## config.mk

```make
export PLATFORM = sky130hd
export DESIGN_NAME = vnss_top
export DESIGN_NICKNAME = d
export VERILOG_FILES = /design/src/design/vnss_pkg.sv /design/src/design/vnss_vfilt.sv /design/src/design/vnss_top.sv
export SDC_FILE = /design/constraint.sdc
export NUM_CORES = 1
export LEC_CHECK = 0
export BUFFER_PORTS_ARGS = -buffer_cell sky130_fd_sc_hd__buf_2
export CAP_MARGIN = 20
export CORE_UTILIZATION = 35
export CTS_BUF_LIST = sky130_fd_sc_hd__clkbuf_16
export CTS_CLUSTER_DIAMETER = 60
export DETAILED_ROUTE_END_ITERATION = 8
export HOLD_SLACK_MARGIN = 0.06
export PLACE_DENSITY = 0.53
export SLEW_MARGIN = 20
export SYNTH_ARGS = -nofsm -noshare
export SYNTH_HDL_FRONTEND = slang
export SYNTH_HIERARCHICAL = 1
export SYNTH_SLANG_ARGS = --single-unit
export TNS_END_PERCENT = 5
```

## constraint.sdc

```tcl
create_clock -name REF_CLK -period 3.3 [get_ports REF_CLK]
set_input_delay 0.66 -clock REF_CLK [delete_from_list [all_inputs] [get_ports REF_CLK]]
set_output_delay 0.66 -clock REF_CLK [all_outputs]
set_load 0.005 [all_outputs]
```

## src/design/vnss_pkg.sv

```systemverilog
// package: states, codes, limits and carriers of the valve node supervisor
package vnss_pkg;
   // Summary of operation
   // - pause to mode_select only without active error
   // - lockout never leads back to safe_idle
   // - invalid request acked, emergency sent, then pause
   // - invalid request leaves node_status_word unchanged
   // - startup to safe_idle needs network Operational
   // - entering startup reloads device parameter defaults
   // - timer 1..29 ms guards 30 ms; zero disables
   // - timer above 250 ms guards 250 ms
   // - layer setting only when stopped; id_bad is sampled before the strap reaches sync stage two
   // - combined update applies mode before control word
   // - transmit PDOs refuse asynchronous cyclic type
   // - emergency id 0x81 code 0x1000 stops network
   // - over-voltage counter up/down, fault at 50
   // - over-voltage clears after net 50 good samples
   // - under-voltage counts below 9 V, symmetric
   // - over-voltage warning code 0x3411, register 0x5
   // - under-voltage warning code 0x3412, register 0x5
   // - illegal state request code 0x5200, register 0x21
   // - fault passes reaction state to pause or lockout

   // node_state_machine states
   typedef enum logic [2:0] {
      ST_STARTUP = 3'h0,
      ST_SAFE_IDLE = 3'h1,
      ST_MODE_SELECT = 3'h2,
      ST_RUNNING = 3'h3,
      ST_FAULT_REACT = 3'h4,
      ST_WARN_PAUSE = 3'h5,
      ST_LOCKOUT = 3'h6
   } vnss_state_t;

   // network management states
   typedef enum logic [1:0] {
      NMT_PREOP = 2'h0,
      NMT_OPER = 2'h1,
      NMT_STOPPED = 2'h2
   } vnss_nmt_t;

   // network management commands
   typedef enum logic [1:0] {
      NCMD_START = 2'h0,
      NCMD_STOP = 2'h1,
      NCMD_PREOP = 2'h2,
      NCMD_RESET_NODE = 2'h3
   } vnss_ncmd_t;

   localparam logic [15:0] EMCY_OV_CODE = 16'h3411; // supply too high
   localparam logic [15:0] EMCY_UV_CODE = 16'h3412; // supply too low
   localparam logic [15:0] EMCY_DSM_CODE = 16'h5200; // illegal state command
   localparam logic [7:0] ERR_REG_SUPPLY = 8'h05; // supply warnings
   localparam logic [7:0] ERR_REG_DSM = 8'h21; // state command warning
   localparam logic [10:0] EMCY_RX_ID = 11'h081; // consumed emergency id
   localparam logic [15:0] EMCY_STOP_CODE = 16'h1000; // forces stopped
   localparam logic [7:0] INVALID_NODE_ID = 8'hFF; // unconfigured id
   localparam logic [7:0] TTYPE_ASYNC_CYC = 8'hFE; // refused type code
   localparam logic [7:0] TTYPE_RESET = 8'h01; // transmit type at reset
   localparam logic [15:0] ET_MIN_MS = 16'h001E; // lowest guard, 30 ms
   localparam logic [15:0] ET_MAX_MS = 16'h00FA; // highest guard, 250 ms
   localparam logic [15:0] OV_LIMIT_MV = 16'h8AAC; // 35500 mV
   localparam logic [15:0] UV_LIMIT_MV = 16'h2328; // 9000 mV
   localparam int FILT_LIMIT = 50; // filter count that raises a fault
   localparam logic [7:0] MODE_DEFAULT = 8'h00; // device mode default
   localparam logic [15:0] CTRL_DEFAULT = 16'h0000; // control default
   localparam int MS_NS = 1000000; // one millisecond in ns
   localparam int CLK_NS = 40; // reference clock period in ns
   localparam int MS_CYCLES = MS_NS / CLK_NS; // cycles per millisecond
   localparam logic [1:0] BOOT_SETTLE = 2'h2; // strap sync depth

   // emergency frame carrier
   typedef struct packed {
      logic [15:0] code;
      logic [7:0] err_reg;
   } vnss_emcy_t;

   // device control receive PDO carrier
   typedef struct packed {
      logic [15:0] ctrl;
      logic [7:0] mode;
   } vnss_pdo_t;
endpackage

```

## src/design/vnss_vfilt.sv

```systemverilog
// saturating up/down sample counter that raises and clears a supply fault
`timescale 1ns/10ps
module vnss_vfilt
   import vnss_pkg::*;
#(
   parameter int LIMIT = FILT_LIMIT
) (
   input wire logic ref_clk, // node clock
   input wire logic arst_n, // async reset, low
   input wire logic sample, // one supply sample
   input wire logic bad, // sample outside limit
   output logic fault // filtered fault level
);
   localparam int CW = $clog2(LIMIT + 1);
   localparam logic [CW-1:0] TOP = CW'(LIMIT);

   initial begin
      if (LIMIT < 2) $error("vnss_vfilt: LIMIT below 2");
   end

   // counter and fault flag
   typedef struct packed {
      logic [CW-1:0] cnt;
      logic flt;
   } vnss_vf_t;

   vnss_vf_t r_reg; // registered state
   vnss_vf_t r_next; // next state

   // count and hysteresis
   always_comb begin
      r_next = r_reg;
      if (sample) begin
         if (bad && r_reg.cnt != TOP) begin
            r_next.cnt = r_reg.cnt + 1'b1;
         end else if (!bad && r_reg.cnt != '0) begin
            r_next.cnt = r_reg.cnt - 1'b1;
         end
      end
      if (r_next.cnt == TOP) begin
         r_next.flt = 1'b1;
      end else if (r_next.cnt == '0) begin
         r_next.flt = 1'b0;
      end
   end

   // state register
   always_ff @(posedge ref_clk or negedge arst_n) begin
      if (!arst_n) begin
         r_reg <= '0;
      end else begin
         r_reg <= r_next;
      end
   end

   assign fault = r_reg.flt;
endmodule

```

## src/design/vnss_top.sv

```systemverilog
// valve node supervisor: node state machine, guards, filters, emergencies
`timescale 1ns/10ps
module vnss_top
   import vnss_pkg::*;
#(
   parameter int MS_CYC = MS_CYCLES, // cycles per millisecond
   parameter int FLT_LIM = FILT_LIMIT // supply filter threshold
) (
   input wire logic REF_CLK, // 25 MHz node clock
   input wire logic ARST_N, // async reset, low
   input wire logic STATE_REQ_VALID, // state change write strobe
   input wire vnss_state_t STATE_REQ, // requested state
   output logic STATE_REQ_ACK, // write answered as success
   output logic [15:0] NODE_STATUS_WORD, // node_status_word object
   output vnss_state_t NODE_STATE, // node_state_machine state
   input wire logic NMT_CMD_VALID, // network command strobe
   input wire vnss_ncmd_t NMT_CMD, // network command
   output vnss_nmt_t NMT_STATE, // network state
   input wire logic [7:0] NODE_ID_PIN, // own node id strap
   input wire logic LSS_CMD_VALID, // layer-setting command strobe
   output logic LSS_ACCEPT, // command taken for processing
   output logic LSS_REJECT, // command ignored
   input wire logic PDO_VALID, // device control PDO strobe
   input wire vnss_pdo_t PDO_DATA, // control word and mode
   output logic [7:0] MODE_OUT, // device mode in force
   output logic [15:0] CTRL_OUT, // control word in force
   input wire logic TTYPE_VALID, // transmit type write strobe
   input wire logic [7:0] TTYPE_VALUE, // requested transmit type
   output logic [7:0] TTYPE_OUT, // transmit type in force
   output logic TTYPE_REJECT, // write refused
   input wire logic ET_VALID, // event timer write strobe
   input wire logic [15:0] ET_VALUE, // event timer in ms
   output logic GUARD_EN, // time guarding active
   output logic [15:0] GUARD_MS, // guard timeout in ms
   input wire logic RPDO_RX, // guarded PDO received
   output logic GUARD_TIMEOUT, // guarded PDO overdue
   input wire logic EMCY_RX_VALID, // received emergency strobe
   input wire logic [10:0] EMCY_RX_COBID, // its identifier
   input wire logic [15:0] EMCY_RX_CODE, // its error code
   input wire logic SUPPLY_SAMPLE, // supply sample strobe
   input wire logic [15:0] SUPPLY_A_MV, // supply input a, mV
   input wire logic [15:0] SUPPLY_B_MV, // supply_input_b, mV
   output logic OV_FAULT, // over-voltage fault
   output logic UV_FAULT, // under-voltage fault
   input wire logic CRIT_FAULT, // critical or severe fault
   output logic DEFAULTS_RELOAD, // reload device parameters
   output logic EMCY_TX_VALID, // emergency frame strobe
   output vnss_emcy_t EMCY_TX // emergency frame content
);
   localparam int TW = $clog2(MS_CYC + 1);
   localparam logic [TW-1:0] TICK_END = TW'(MS_CYC - 1);

   initial begin
      if (MS_CYC < 1) $error("vnss_top: MS_CYC below 1");
      if (FLT_LIM < 2) $error("vnss_top: FLT_LIM below 2");
   end

   // all registered state
   typedef struct packed {
      vnss_state_t st; // node state
      vnss_nmt_t nmt; // network state
      logic [15:0] sw; // status word
      logic sw_hold; // status frozen after bad request
      logic ack; // write answer
      logic reload; // defaults reload pulse
      logic [7:0] mode; // mode in force
      logic [15:0] ctrl; // control in force
      logic ctrl_pend; // control waits one cycle
      logic [15:0] ctrl_new; // waiting control word
      logic [7:0] ttype; // transmit type
      logic ttype_rej; // refusal pulse
      logic [15:0] gms; // guard timeout
      logic [TW-1:0] tick; // ms prescaler
      logic [15:0] elapsed; // ms since last PDO
      logic armed; // guard running
      logic gto; // timeout pulse
      logic [2:0] pend; // emergencies waiting
      logic etx_v; // emergency strobe
      vnss_emcy_t etx; // emergency content
      logic lss_acc; // layer-setting accept
      logic lss_rej; // layer-setting reject
      logic [7:0] id_meta; // strap sync stage one
      logic [7:0] id_sync; // strap sync stage two
      logic [1:0] boot_cnt; // strap settle count
      logic id_bad; // sync stage two invalid while settle count runs
      logic ov_d; // previous over-voltage
      logic uv_d; // previous under-voltage
   } vnss_st_t;

   vnss_st_t r_reg; // registered state
   vnss_st_t r_next; // next state

   logic ov_bad; // this sample over limit
   logic uv_bad; // this sample under limit
   logic ov_flt; // filtered over-voltage
   logic uv_flt; // filtered under-voltage
   logic err_active; // any error present
   logic req_ok; // request is a legal move
   logic bad_req; // request refused
   logic [2:0] ev_new; // new emergency events
   logic [2:0] ev_sent; // emergency sent now

   assign ov_bad = (SUPPLY_A_MV > OV_LIMIT_MV) || (SUPPLY_B_MV > OV_LIMIT_MV);
   assign uv_bad = (SUPPLY_A_MV < UV_LIMIT_MV) || (SUPPLY_B_MV < UV_LIMIT_MV);

   // over-voltage filter
   vnss_vfilt #(
      .LIMIT(FLT_LIM)
   ) u_ov (
      .ref_clk(REF_CLK),
      .arst_n(ARST_N),
      .sample(SUPPLY_SAMPLE),
      .bad(ov_bad),
      .fault(ov_flt)
   );

   // under-voltage filter
   vnss_vfilt #(
      .LIMIT(FLT_LIM)
   ) u_uv (
      .ref_clk(REF_CLK),
      .arst_n(ARST_N),
      .sample(SUPPLY_SAMPLE),
      .bad(uv_bad),
      .fault(uv_flt)
   );

   assign err_active = ov_flt || uv_flt || CRIT_FAULT;

   // legal moves of the node state machine
   always_comb begin
      req_ok = 1'b0;
      case (r_reg.st)
         ST_STARTUP: req_ok = (STATE_REQ == ST_SAFE_IDLE) && (r_reg.nmt == NMT_OPER);
         ST_SAFE_IDLE: req_ok = (STATE_REQ == ST_MODE_SELECT);
         ST_MODE_SELECT: req_ok = (STATE_REQ == ST_RUNNING) || (STATE_REQ == ST_SAFE_IDLE);
         ST_RUNNING: req_ok = (STATE_REQ == ST_MODE_SELECT) || (STATE_REQ == ST_SAFE_IDLE);
         ST_WARN_PAUSE: req_ok = (STATE_REQ == ST_MODE_SELECT) && !err_active;
         ST_LOCKOUT: req_ok = 1'b0;
         default: req_ok = 1'b0;
      endcase
   end

   assign bad_req = STATE_REQ_VALID && !req_ok;
   assign ev_new = {uv_flt && !r_reg.uv_d, ov_flt && !r_reg.ov_d, bad_req};

   // one emergency per cycle, state command first
   always_comb begin
      ev_sent = 3'h0;
      if (r_reg.pend[0]) begin
         ev_sent = 3'h1;
      end else if (r_reg.pend[1]) begin
         ev_sent = 3'h2;
      end else if (r_reg.pend[2]) begin
         ev_sent = 3'h4;
      end
   end

   // next state of everything
   always_comb begin
      r_next = r_reg;
      r_next.ack = STATE_REQ_VALID;
      r_next.ttype_rej = 1'b0;
      r_next.gto = 1'b0;
      r_next.lss_acc = 1'b0;
      r_next.lss_rej = 1'b0;
      r_next.etx_v = 1'b0;
      r_next.ov_d = ov_flt;
      r_next.uv_d = uv_flt;
      // strap sync; id_bad sampled from sync stage two while the settle count runs
      r_next.id_meta = NODE_ID_PIN;
      r_next.id_sync = r_reg.id_meta;
      if (r_reg.boot_cnt != BOOT_SETTLE) begin
         r_next.boot_cnt = r_reg.boot_cnt + 2'h1;
         r_next.id_bad = (r_reg.id_sync == INVALID_NODE_ID);
      end
      // network management
      if (NMT_CMD_VALID) begin
         case (NMT_CMD)
            NCMD_START: r_next.nmt = NMT_OPER;
            NCMD_STOP: r_next.nmt = NMT_STOPPED;
            NCMD_PREOP: r_next.nmt = NMT_PREOP;
            NCMD_RESET_NODE: r_next.nmt = NMT_PREOP;
            default: r_next.nmt = r_reg.nmt;
         endcase
      end
      if (EMCY_RX_VALID && EMCY_RX_COBID == EMCY_RX_ID && EMCY_RX_CODE == EMCY_STOP_CODE) begin
         r_next.nmt = NMT_STOPPED;
      end
      // layer-setting gate
      if (LSS_CMD_VALID) begin
         if (r_reg.nmt == NMT_STOPPED || r_reg.id_bad) begin
            r_next.lss_acc = 1'b1;
         end else begin
            r_next.lss_rej = 1'b1;
         end
      end
      // node state machine
      case (r_reg.st)
         ST_LOCKOUT: r_next.st = ST_LOCKOUT;
         ST_FAULT_REACT: r_next.st = CRIT_FAULT ? ST_LOCKOUT : ST_WARN_PAUSE;
         default: begin
            if (CRIT_FAULT || bad_req || ev_new[1] || ev_new[2]) begin
               r_next.st = ST_FAULT_REACT;
            end else if (STATE_REQ_VALID) begin
               r_next.st = STATE_REQ;
            end
         end
      endcase
      if (NMT_CMD_VALID && NMT_CMD == NCMD_RESET_NODE && r_reg.st != ST_LOCKOUT) begin
         r_next.st = ST_STARTUP;
      end
      // status word follows the state except after a refused request
      if (bad_req) begin
         r_next.sw_hold = 1'b1;
      end else if (STATE_REQ_VALID || r_next.st == ST_STARTUP) begin
         r_next.sw_hold = 1'b0;
      end
      if (!r_next.sw_hold) begin
         r_next.sw = {13'h0000, r_next.st};
      end
      r_next.reload = (r_next.st == ST_STARTUP) && (r_reg.st != ST_STARTUP);
      // mode at once, control word one cycle later
      if (r_reg.ctrl_pend) begin
         r_next.ctrl = r_reg.ctrl_new;
         r_next.ctrl_pend = 1'b0;
      end
      if (PDO_VALID) begin
         r_next.mode = PDO_DATA.mode;
         r_next.ctrl_new = PDO_DATA.ctrl;
         r_next.ctrl_pend = 1'b1;
      end
      if (r_next.reload) begin
         r_next.mode = MODE_DEFAULT;
         r_next.ctrl = CTRL_DEFAULT;
         r_next.ctrl_pend = 1'b0;
      end
      // transmit type
      if (TTYPE_VALID) begin
         if (TTYPE_VALUE == TTYPE_ASYNC_CYC) begin
            r_next.ttype_rej = 1'b1;
         end else begin
            r_next.ttype = TTYPE_VALUE;
         end
      end
      // event timer clamp
      if (ET_VALID) begin
         if (ET_VALUE == 16'h0000) begin
            r_next.gms = 16'h0000;
         end else if (ET_VALUE < ET_MIN_MS) begin
            r_next.gms = ET_MIN_MS;
         end else if (ET_VALUE > ET_MAX_MS) begin
            r_next.gms = ET_MAX_MS;
         end else begin
            r_next.gms = ET_VALUE;
         end
      end
      // guard timer
      r_next.tick = (r_reg.tick == TICK_END) ? '0 : r_reg.tick + 1'b1;
      if (r_reg.armed && r_reg.tick == TICK_END) begin
         r_next.elapsed = r_reg.elapsed + 16'h0001;
         if (r_next.elapsed >= r_reg.gms) begin
            r_next.gto = 1'b1;
            r_next.armed = 1'b0;
         end
      end
      if (RPDO_RX || ET_VALID) begin
         r_next.tick = '0;
         r_next.elapsed = 16'h0000;
         r_next.armed = RPDO_RX && (r_next.gms != 16'h0000);
      end
      if (r_next.gms == 16'h0000) begin
         r_next.armed = 1'b0;
      end
      // emergency queue, a new event wins over its own clear
      r_next.pend = (r_reg.pend & ~ev_sent) | ev_new;
      if (ev_sent != 3'h0) begin
         r_next.etx_v = 1'b1;
      end
      case (ev_sent)
         3'h1: r_next.etx = '{code: EMCY_DSM_CODE, err_reg: ERR_REG_DSM};
         3'h2: r_next.etx = '{code: EMCY_OV_CODE, err_reg: ERR_REG_SUPPLY};
         3'h4: r_next.etx = '{code: EMCY_UV_CODE, err_reg: ERR_REG_SUPPLY};
         default: r_next.etx = r_reg.etx;
      endcase
   end

   // state register
   always_ff @(posedge REF_CLK or negedge ARST_N) begin
      if (!ARST_N) begin
         r_reg <= '0;
         r_reg.reload <= 1'b1;
         r_reg.ttype <= TTYPE_RESET;
      end else begin
         r_reg <= r_next;
      end
   end

   assign STATE_REQ_ACK = r_reg.ack;
   assign NODE_STATUS_WORD = r_reg.sw;
   assign NODE_STATE = r_reg.st;
   assign NMT_STATE = r_reg.nmt;
   assign LSS_ACCEPT = r_reg.lss_acc;
   assign LSS_REJECT = r_reg.lss_rej;
   assign MODE_OUT = r_reg.mode;
   assign CTRL_OUT = r_reg.ctrl;
   assign TTYPE_OUT = r_reg.ttype;
   assign TTYPE_REJECT = r_reg.ttype_rej;
   assign GUARD_EN = (r_reg.gms != 16'h0000);
   assign GUARD_MS = r_reg.gms;
   assign GUARD_TIMEOUT = r_reg.gto;
   assign OV_FAULT = ov_flt;
   assign UV_FAULT = uv_flt;
   assign DEFAULTS_RELOAD = r_reg.reload;
   assign EMCY_TX_VALID = r_reg.etx_v;
   assign EMCY_TX = r_reg.etx;
endmodule

```

==> run_results.csv, run 1 <==
group,metric,value,unit
placement,place_hpwl,13.34,mm
sta,clock.fmax,0.3561,GHz
logic_synthesis,synth_area,8413,um^2
clocking,htree_num_levels,4,
global_route,grt_pass1_vias,6074,
power,vdd_ir_drop_max,249.3,uV
clocking,clk_latency,430,ps
placement,portBuffers,208,
floorplan,row_count,56,
critical_path,critPathKind,"flip-flop to flip-flop",
routing,drc,0,
logic_synthesis,synth_seq_area_share,46.43,%
cells_and_area,mostFrequentLayoutCell,"buf_2",
global_route,grt.overflow.total,0,
floorplan,initial_core_util,35.74,%
clocking,cts_resized,0,
cells_and_area,drive_gt1_share,29.51,%
critical_path,end_kind,"flip-flop",
sta,worst_pin_slew,913.8,ps
sta,whs,179.3,ps
clocking,clock-sinks,156,
sta,tns,0,ps
global_route,antenna_found_initial,0,
routing,postRouteAntennaNets,0,
routing,drt-initial-drc-count,253,
logic_synthesis,ys_async_sr_fraction,100.0,%
sta,drv_slew,0,
critical_path,r2r_end,"r_reg[52]",
critical_path,cp.required,3610,ps
sta,fin_ws,492.0,ps
critical_path,r2r_cells,12,
cells_and_area,synthToLayoutAreaGrowth,16.88,%
placement,gp_congestion,0.7902,
cells_and_area,fillers,2349,
routing,routedWlPerCell,13.80,um
placement,postPlaceCellArea,9231,um^2
global_route,grt_usage,15.30,%
sta,rsz0062_at_grt,"no",
power,p_leak,4.610,nW
logic_synthesis,netlist.top_cell.by_area,"dfrtp_1",
power,finalPower,5.669,mW
cells_and_area,layout_common_cells,"buf_2 (207), dfrtp_1 (154), nor2_1 (96), nand2_1 (46), inv_1 (36)",
logic_synthesis,ys.flop_type,"dfrtp_1",
clocking,cts_buffer_depth,2,
critical_path,cp.arrival,3120,ps
logic_synthesis,synth_top_cell_area_share,45.81,%
power,p_per_area,576.5,nW/um^2
logic_synthesis,syn_inst,835,
routing,routed_via_density,4.720,
job,drv_cap,0,
cells_and_area,stdcell_area,9833,um^2
sta,clock-skew-final,9.201,ps
logic_synthesis,yosysUniqueCellTypes,73,
sta,relSlewSlack,39.08,%
placement,place_inst,1280,
cells_and_area,largest_reg_flops,66,
clocking,post_cts_buffers,0,
floorplan,core-area,23540,um^2
clocking,cts-root-buf,"clkbuf_16",
critical_path,rr_startpoint,"r_reg[53]",
clocking,clk_pin_slew,70,ps
critical_path,reg2reg_slack,490,ps
routing,vias,6192,
placement,dp_slack,79.68,ps
cells_and_area,diodes,0,
sta,hold_viol_final,0,
clocking,holdBufCountCts,0,
sta,layout_min_cycle_time,2808,ps
sta,finalSetupViolCount,0,
clocking,cts_buffers,17,
floorplan,dieWidth,157.0,um
logic_synthesis,ys_warn_count,6,
critical_path,start_kind,"flip-flop",
floorplan,design.portCount,235,
global_route,grt_pass1_wl,29.84,mm
routing,drt_first_pass_iters,4,
sta,fin_crit_sh,85.09,%
logic_synthesis,synth_area_leaders,"dfrtp_1 (46%), buf_4 (8.5%), nor2_1 (4.3%)",
floorplan,die_area,24660,um^2
logic_synthesis,synth_edf_count,0,
global_route,grt_max_degree,70,
cells_and_area,final_core_util,41.77,%
cells_and_area,fin_nets,1139,
cells_and_area,final_cells,1312,
logic_synthesis,synth_seq_cells,156,
critical_path,critPathMaxFanout,6,
outcome,outcome,"finished clean",
floorplan,chipHeight,157.0,um
worst_hold_path,min_path_type,"input pin to asynchronous set/reset pin",
logic_synthesis,syn_area_per_cell,10.08,um^2
routing,routed_wl,18.11,mm
clocking,cts_tree,"yes",
[synth_stat cells (4+ instances only)]
library cell and number:
a211oi_1 5, ha_1 27, dfrtp_1 154, o221ai_1 4, nor4b_1 4, nand2b_1 8, mux2_2 22, clkbuf_1 13
nor4_1 12, nor3_1 15, and3_1 7, a21oi_1 33, o211ai_1 7, xnor2_1 24, buf_4 95, or2_2 6
mux2i_1 27, buf_2 4, o41ai_1 4, nor2_1 96, o21ai_0 34, a21o_1 4, or3_1 9, xor2_1 21
inv_1 36, nor2b_1 9, nand3_1 17, nand4_1 15, and2_1 5, nand2_1 46
[critical path, stage by stage, from the launching register on]
cell      delay, ps
dfrtp_1         410
ha_1            220
and3_1          240
nand3_1         180
nor2_1          390
nand2_1         120
xnor2_1         150
ha_1            290
o21ai_0          80
a211oi_1        240
a21oi_1         120
o211ai_1        180
nand2_1          60
[power by group]
group          switching (mW)  leakage, nW  internal, mW  total, mW
sequential              0.285         1.91          2.18       2.46
combinational           0.640         2.40         0.581       1.22
clock                   0.898        0.294          1.09       1.99
[kinds of logic after synthesis]
group           count (synthesis)  synth area share (%)
compound gates                133                 11.08
flops                         156                 46.43
simple gates                  274                 16.60
fa+ha+maj                      27                 4.015
other cells                     1               0.04457
buf+inv                       150                 10.99
mux                            49                 6.157
xor+xnor                       45                 4.685
[cell type report]
cell class                 count  area (um^2)  share of cell area, %
inverter                      36        135.1                  1.374
timing repair buffer         215         1112                  11.31
sequential                   156         3906                  39.73
multi-input combinational    554         3679                  37.41
clock buffer                  17        425.4                  4.326
tap                          319        399.1                  4.059
clock inverter                15        176.4                  1.794
[routing by layer]
metal	routed length, um	share of wire [%]	track usage [%]
met4	206	1.1	5.178
met2	8424	47	24.68
met1	8689	48	20.23
met3	789	4.4	3.387
met5	0	0	0
[worst max-delay path by stage]
| stage | startpoint | cells past startpoint | slack, ps | endpoint |
|---|---|---|---|---|
| after floorplan | SUPPLY_B_MV[0] | 12 | 390 | u_ov/fault |
| after global placement | SUPPLY_B_MV[0] | 13 | 130 | u_ov/fault |
| after detailed placement | SUPPLY_B_MV[0] | 13 | 80 | u_ov/fault |
| after CTS | r_reg[53] | 12 | 490 | r_reg[52] |
| after global routing | r_reg[53] | 12 | 160 | r_reg[52] |
| final | r_reg[53] | 12 | 490 | r_reg[52] |
Power figures use the tool's default switching activity.
==> run 2, diff against run 1 <==
==> constraint.sdc (replaced) <==
create_clock -name REF_CLK -period 3.3 [get_ports REF_CLK]
set_input_delay 0.33 -clock REF_CLK [delete_from_list [all_inputs] [get_ports REF_CLK]]
set_output_delay 0.33 -clock REF_CLK [all_outputs]
set_load 0.005 [all_outputs]
==> run 2 against run 1 <==
Net effect:
- design area grew 0.71%
- power grew 0.16%
- sequential power is essentially flat
- global-route usage is essentially flat
- critical path type unchanged
- routed wire length shrank 0.49%
- via count grew 0.87%
- critical path depth is the same
- first-iteration DRC count grew 22%
- die area is the same
- final cell count grew 0.46%
==> run_results.csv, run 2 (synthesis gave the netlist of run 1 again) <==
group,metric,value,unit
clocking,cts_buffer_depth,2,
clocking,cts_resized,0,
sta,whs,128.4,ps
floorplan,initial_core_util,35.74,%
power,p_int,3.898,mW
cells_and_area,drive_gt1_share,29.13,%
clocking,htree_num_levels,4,
power,p_per_area,573.4,nW/um^2
critical_path,slowest_stage,"dfrtp_1",
routing,vias,6246,
power,p_leak,4.636,nW
power,switchingPower,1.781,mW
clocking,cts_tree,"yes",
outcome,outcome,"finished clean",
floorplan,core-area,23540,um^2
critical_path,critPathMaxFanout,6,
job,drv_cap,0,
sta,clock.fmax,0.3678,GHz
clocking,cts-root-buf,"clkbuf_16",
sta,fin_crit_sh,82.39,%
power,pwr-share-clk,35.3,%
cells_and_area,layout_common_cells,"buf_2 (207), dfrtp_1 (154), nor2_1 (96), nand2_1 (46), inv_1 (36)",
critical_path,start_kind,"flip-flop",
clocking,clk_pin_slew,70,ps
sta,relSlewSlack,36.49,%
routing,routedWlPerCell,13.67,um
global_route,grt.overflow.total,0,
sta,clock-skew-final,12.34,ps
global_route,grt_pass1_vias,6091,
placement,gp_congestion,0.7975,
critical_path,cpPeakStageDelay,410,ps
routing,drt-initial-drc-count,309,
power,vdd_ir_drop_max,281.5,uV
clocking,clk_latency,420,ps
global_route,antenna_found_initial,0,
critical_path,critPathKind,"flip-flop to flip-flop",
floorplan,design.portCount,235,
cells_and_area,synthToLayoutAreaGrowth,17.71,%
placement,portBuffers,208,
cells_and_area,largest_reg_flops,66,
floorplan,chipHeight,157.0,um
power,p_sw_share,31.36,%
routing,drc,0,
routing,routed_wl,18.02,mm
power,pwr-share-comb,21.3,%
critical_path,path_cells,"ha_1 -> and3_1 -> nand3_1 -> nor2_1 -> nand2_1 -> xnor2_1 -> ha_1 -> o21ai_0 -> a211oi_1 -> a21oi_1 -> o211ai_1 -> nand2_1",
floorplan,row_count,56,
routing,postRouteAntennaNets,0,
cells_and_area,mostFrequentLayoutCell,"buf_2",
floorplan,die_area,24660,um^2
clocking,cts_buffers,17,
sta,tns,0,ps
cells_and_area,fin_nets,1146,
floorplan,dieWidth,157.0,um
critical_path,cp.arrival,3020,ps
global_route,grt_max_degree,70,
sta,rsz0062_at_grt,"no",
sta,hold_viol_final,0,
worst_hold_path,min_path_type,"input pin to flip-flop",
sta,drv_slew,0,
global_route,grt_pass1_wl,29.88,mm
cells_and_area,diodes,0,
sta,worst_pin_slew,952.6,ps
routing,drt_first_pass_iters,4,
clocking,clock-sinks,156,
placement,place_hpwl,13.17,mm
global_route,grt_usage,15.29,%
clocking,post_cts_buffers,0,
sta,finalSetupViolCount,0,
routing,routed_via_density,4.739,
power,finalPower,5.678,mW
sta,layout_min_cycle_time,2719,ps
clocking,holdBufCountCts,9,
critical_path,end_kind,"flip-flop",
critical_path,cp.required,3610,ps
power,p_seq_share,43.4,%
run 2: changes by cell type in the layout (fill, tap and decap cells not counted), sizes merged:
cell | before | now
dlygate4sd3 | 0 | 9
buf | 215 | 213
bufinv | 1 | 2
clkinv | 3 | 2
inv | 46 | 45
run 2: worst paths after layout:
check                           depth (start not counted)  slack [ps]            end            start
worst min register to register                          0         350       r_reg[5]        r_next[5]
worst min-delay path                                    1         130  STATE_REQ_ACK  STATE_REQ_VALID
min in group asynchronous                               2         470      r_reg[12]           ARST_N
worst max register to register                         12         580      r_reg[52]        r_reg[53]
worst max-delay path                                   12         580      r_reg[52]        r_reg[53]
max in group asynchronous                               3        1870   TTYPE_OUT[0]           ARST_N
run 2: layer usage:
layer  up-vias  GRT usage (%)  part of all wire [%]
met2       137          24.63                    47
li1       3105              -                     -
met5         -              0                     0
met4         0          3.560                  0.60
met1      2996          20.09                    47
met3         8          4.598                   5.3
run 2: power by group through the flow:
stage | clock network, mW | registers (mW) | logic (mW)
3_5_place_dp | 0 | 2.50 | 1.21
3_3_place_gp | 0 | 2.50 | 1.21
5_1_grt | 2.15 | 2.51 | 1.37
2_1_floorplan | 0 | 2.41 | 0.993
4_1_cts | 2.06 | 2.46 | 1.23
6_report | 2.01 | 2.47 | 1.21
run 2: final cells by class:
cell class                 instances  area (um^2)
clock buffer                      17        425.4
clock inverter                    14        171.4
multi-input combinational        554         3679
timing repair buffer             222         1187
sequential                       156         3906
tap                              319        399.1
fill                            2367        13640
inverter                          36        135.1
run 2: per-stage QoR:
stage               area (um^2)  utilization [%]  instances  setup WS [ps]
floorplan                  8507                -        860          716.9
global placement           9216            39.15       1278          390.5
detailed placement         9216            39.15       1278          341.1
CTS                        9903            42.07       1318          574.6
global route               9903            42.07       1318          301.7
finish                     9903            42.07       1318          581.2
run 2: critical path: cells and delay by family (launching register included):
family	cells	cell delay (ps)
AND/OR/NAND/NOR	5	950
AO/OA/AOI/OAI	4	590
adder cells (fa/ha/maj)	2	510
flip-flops	1	410
XOR/XNOR	1	150
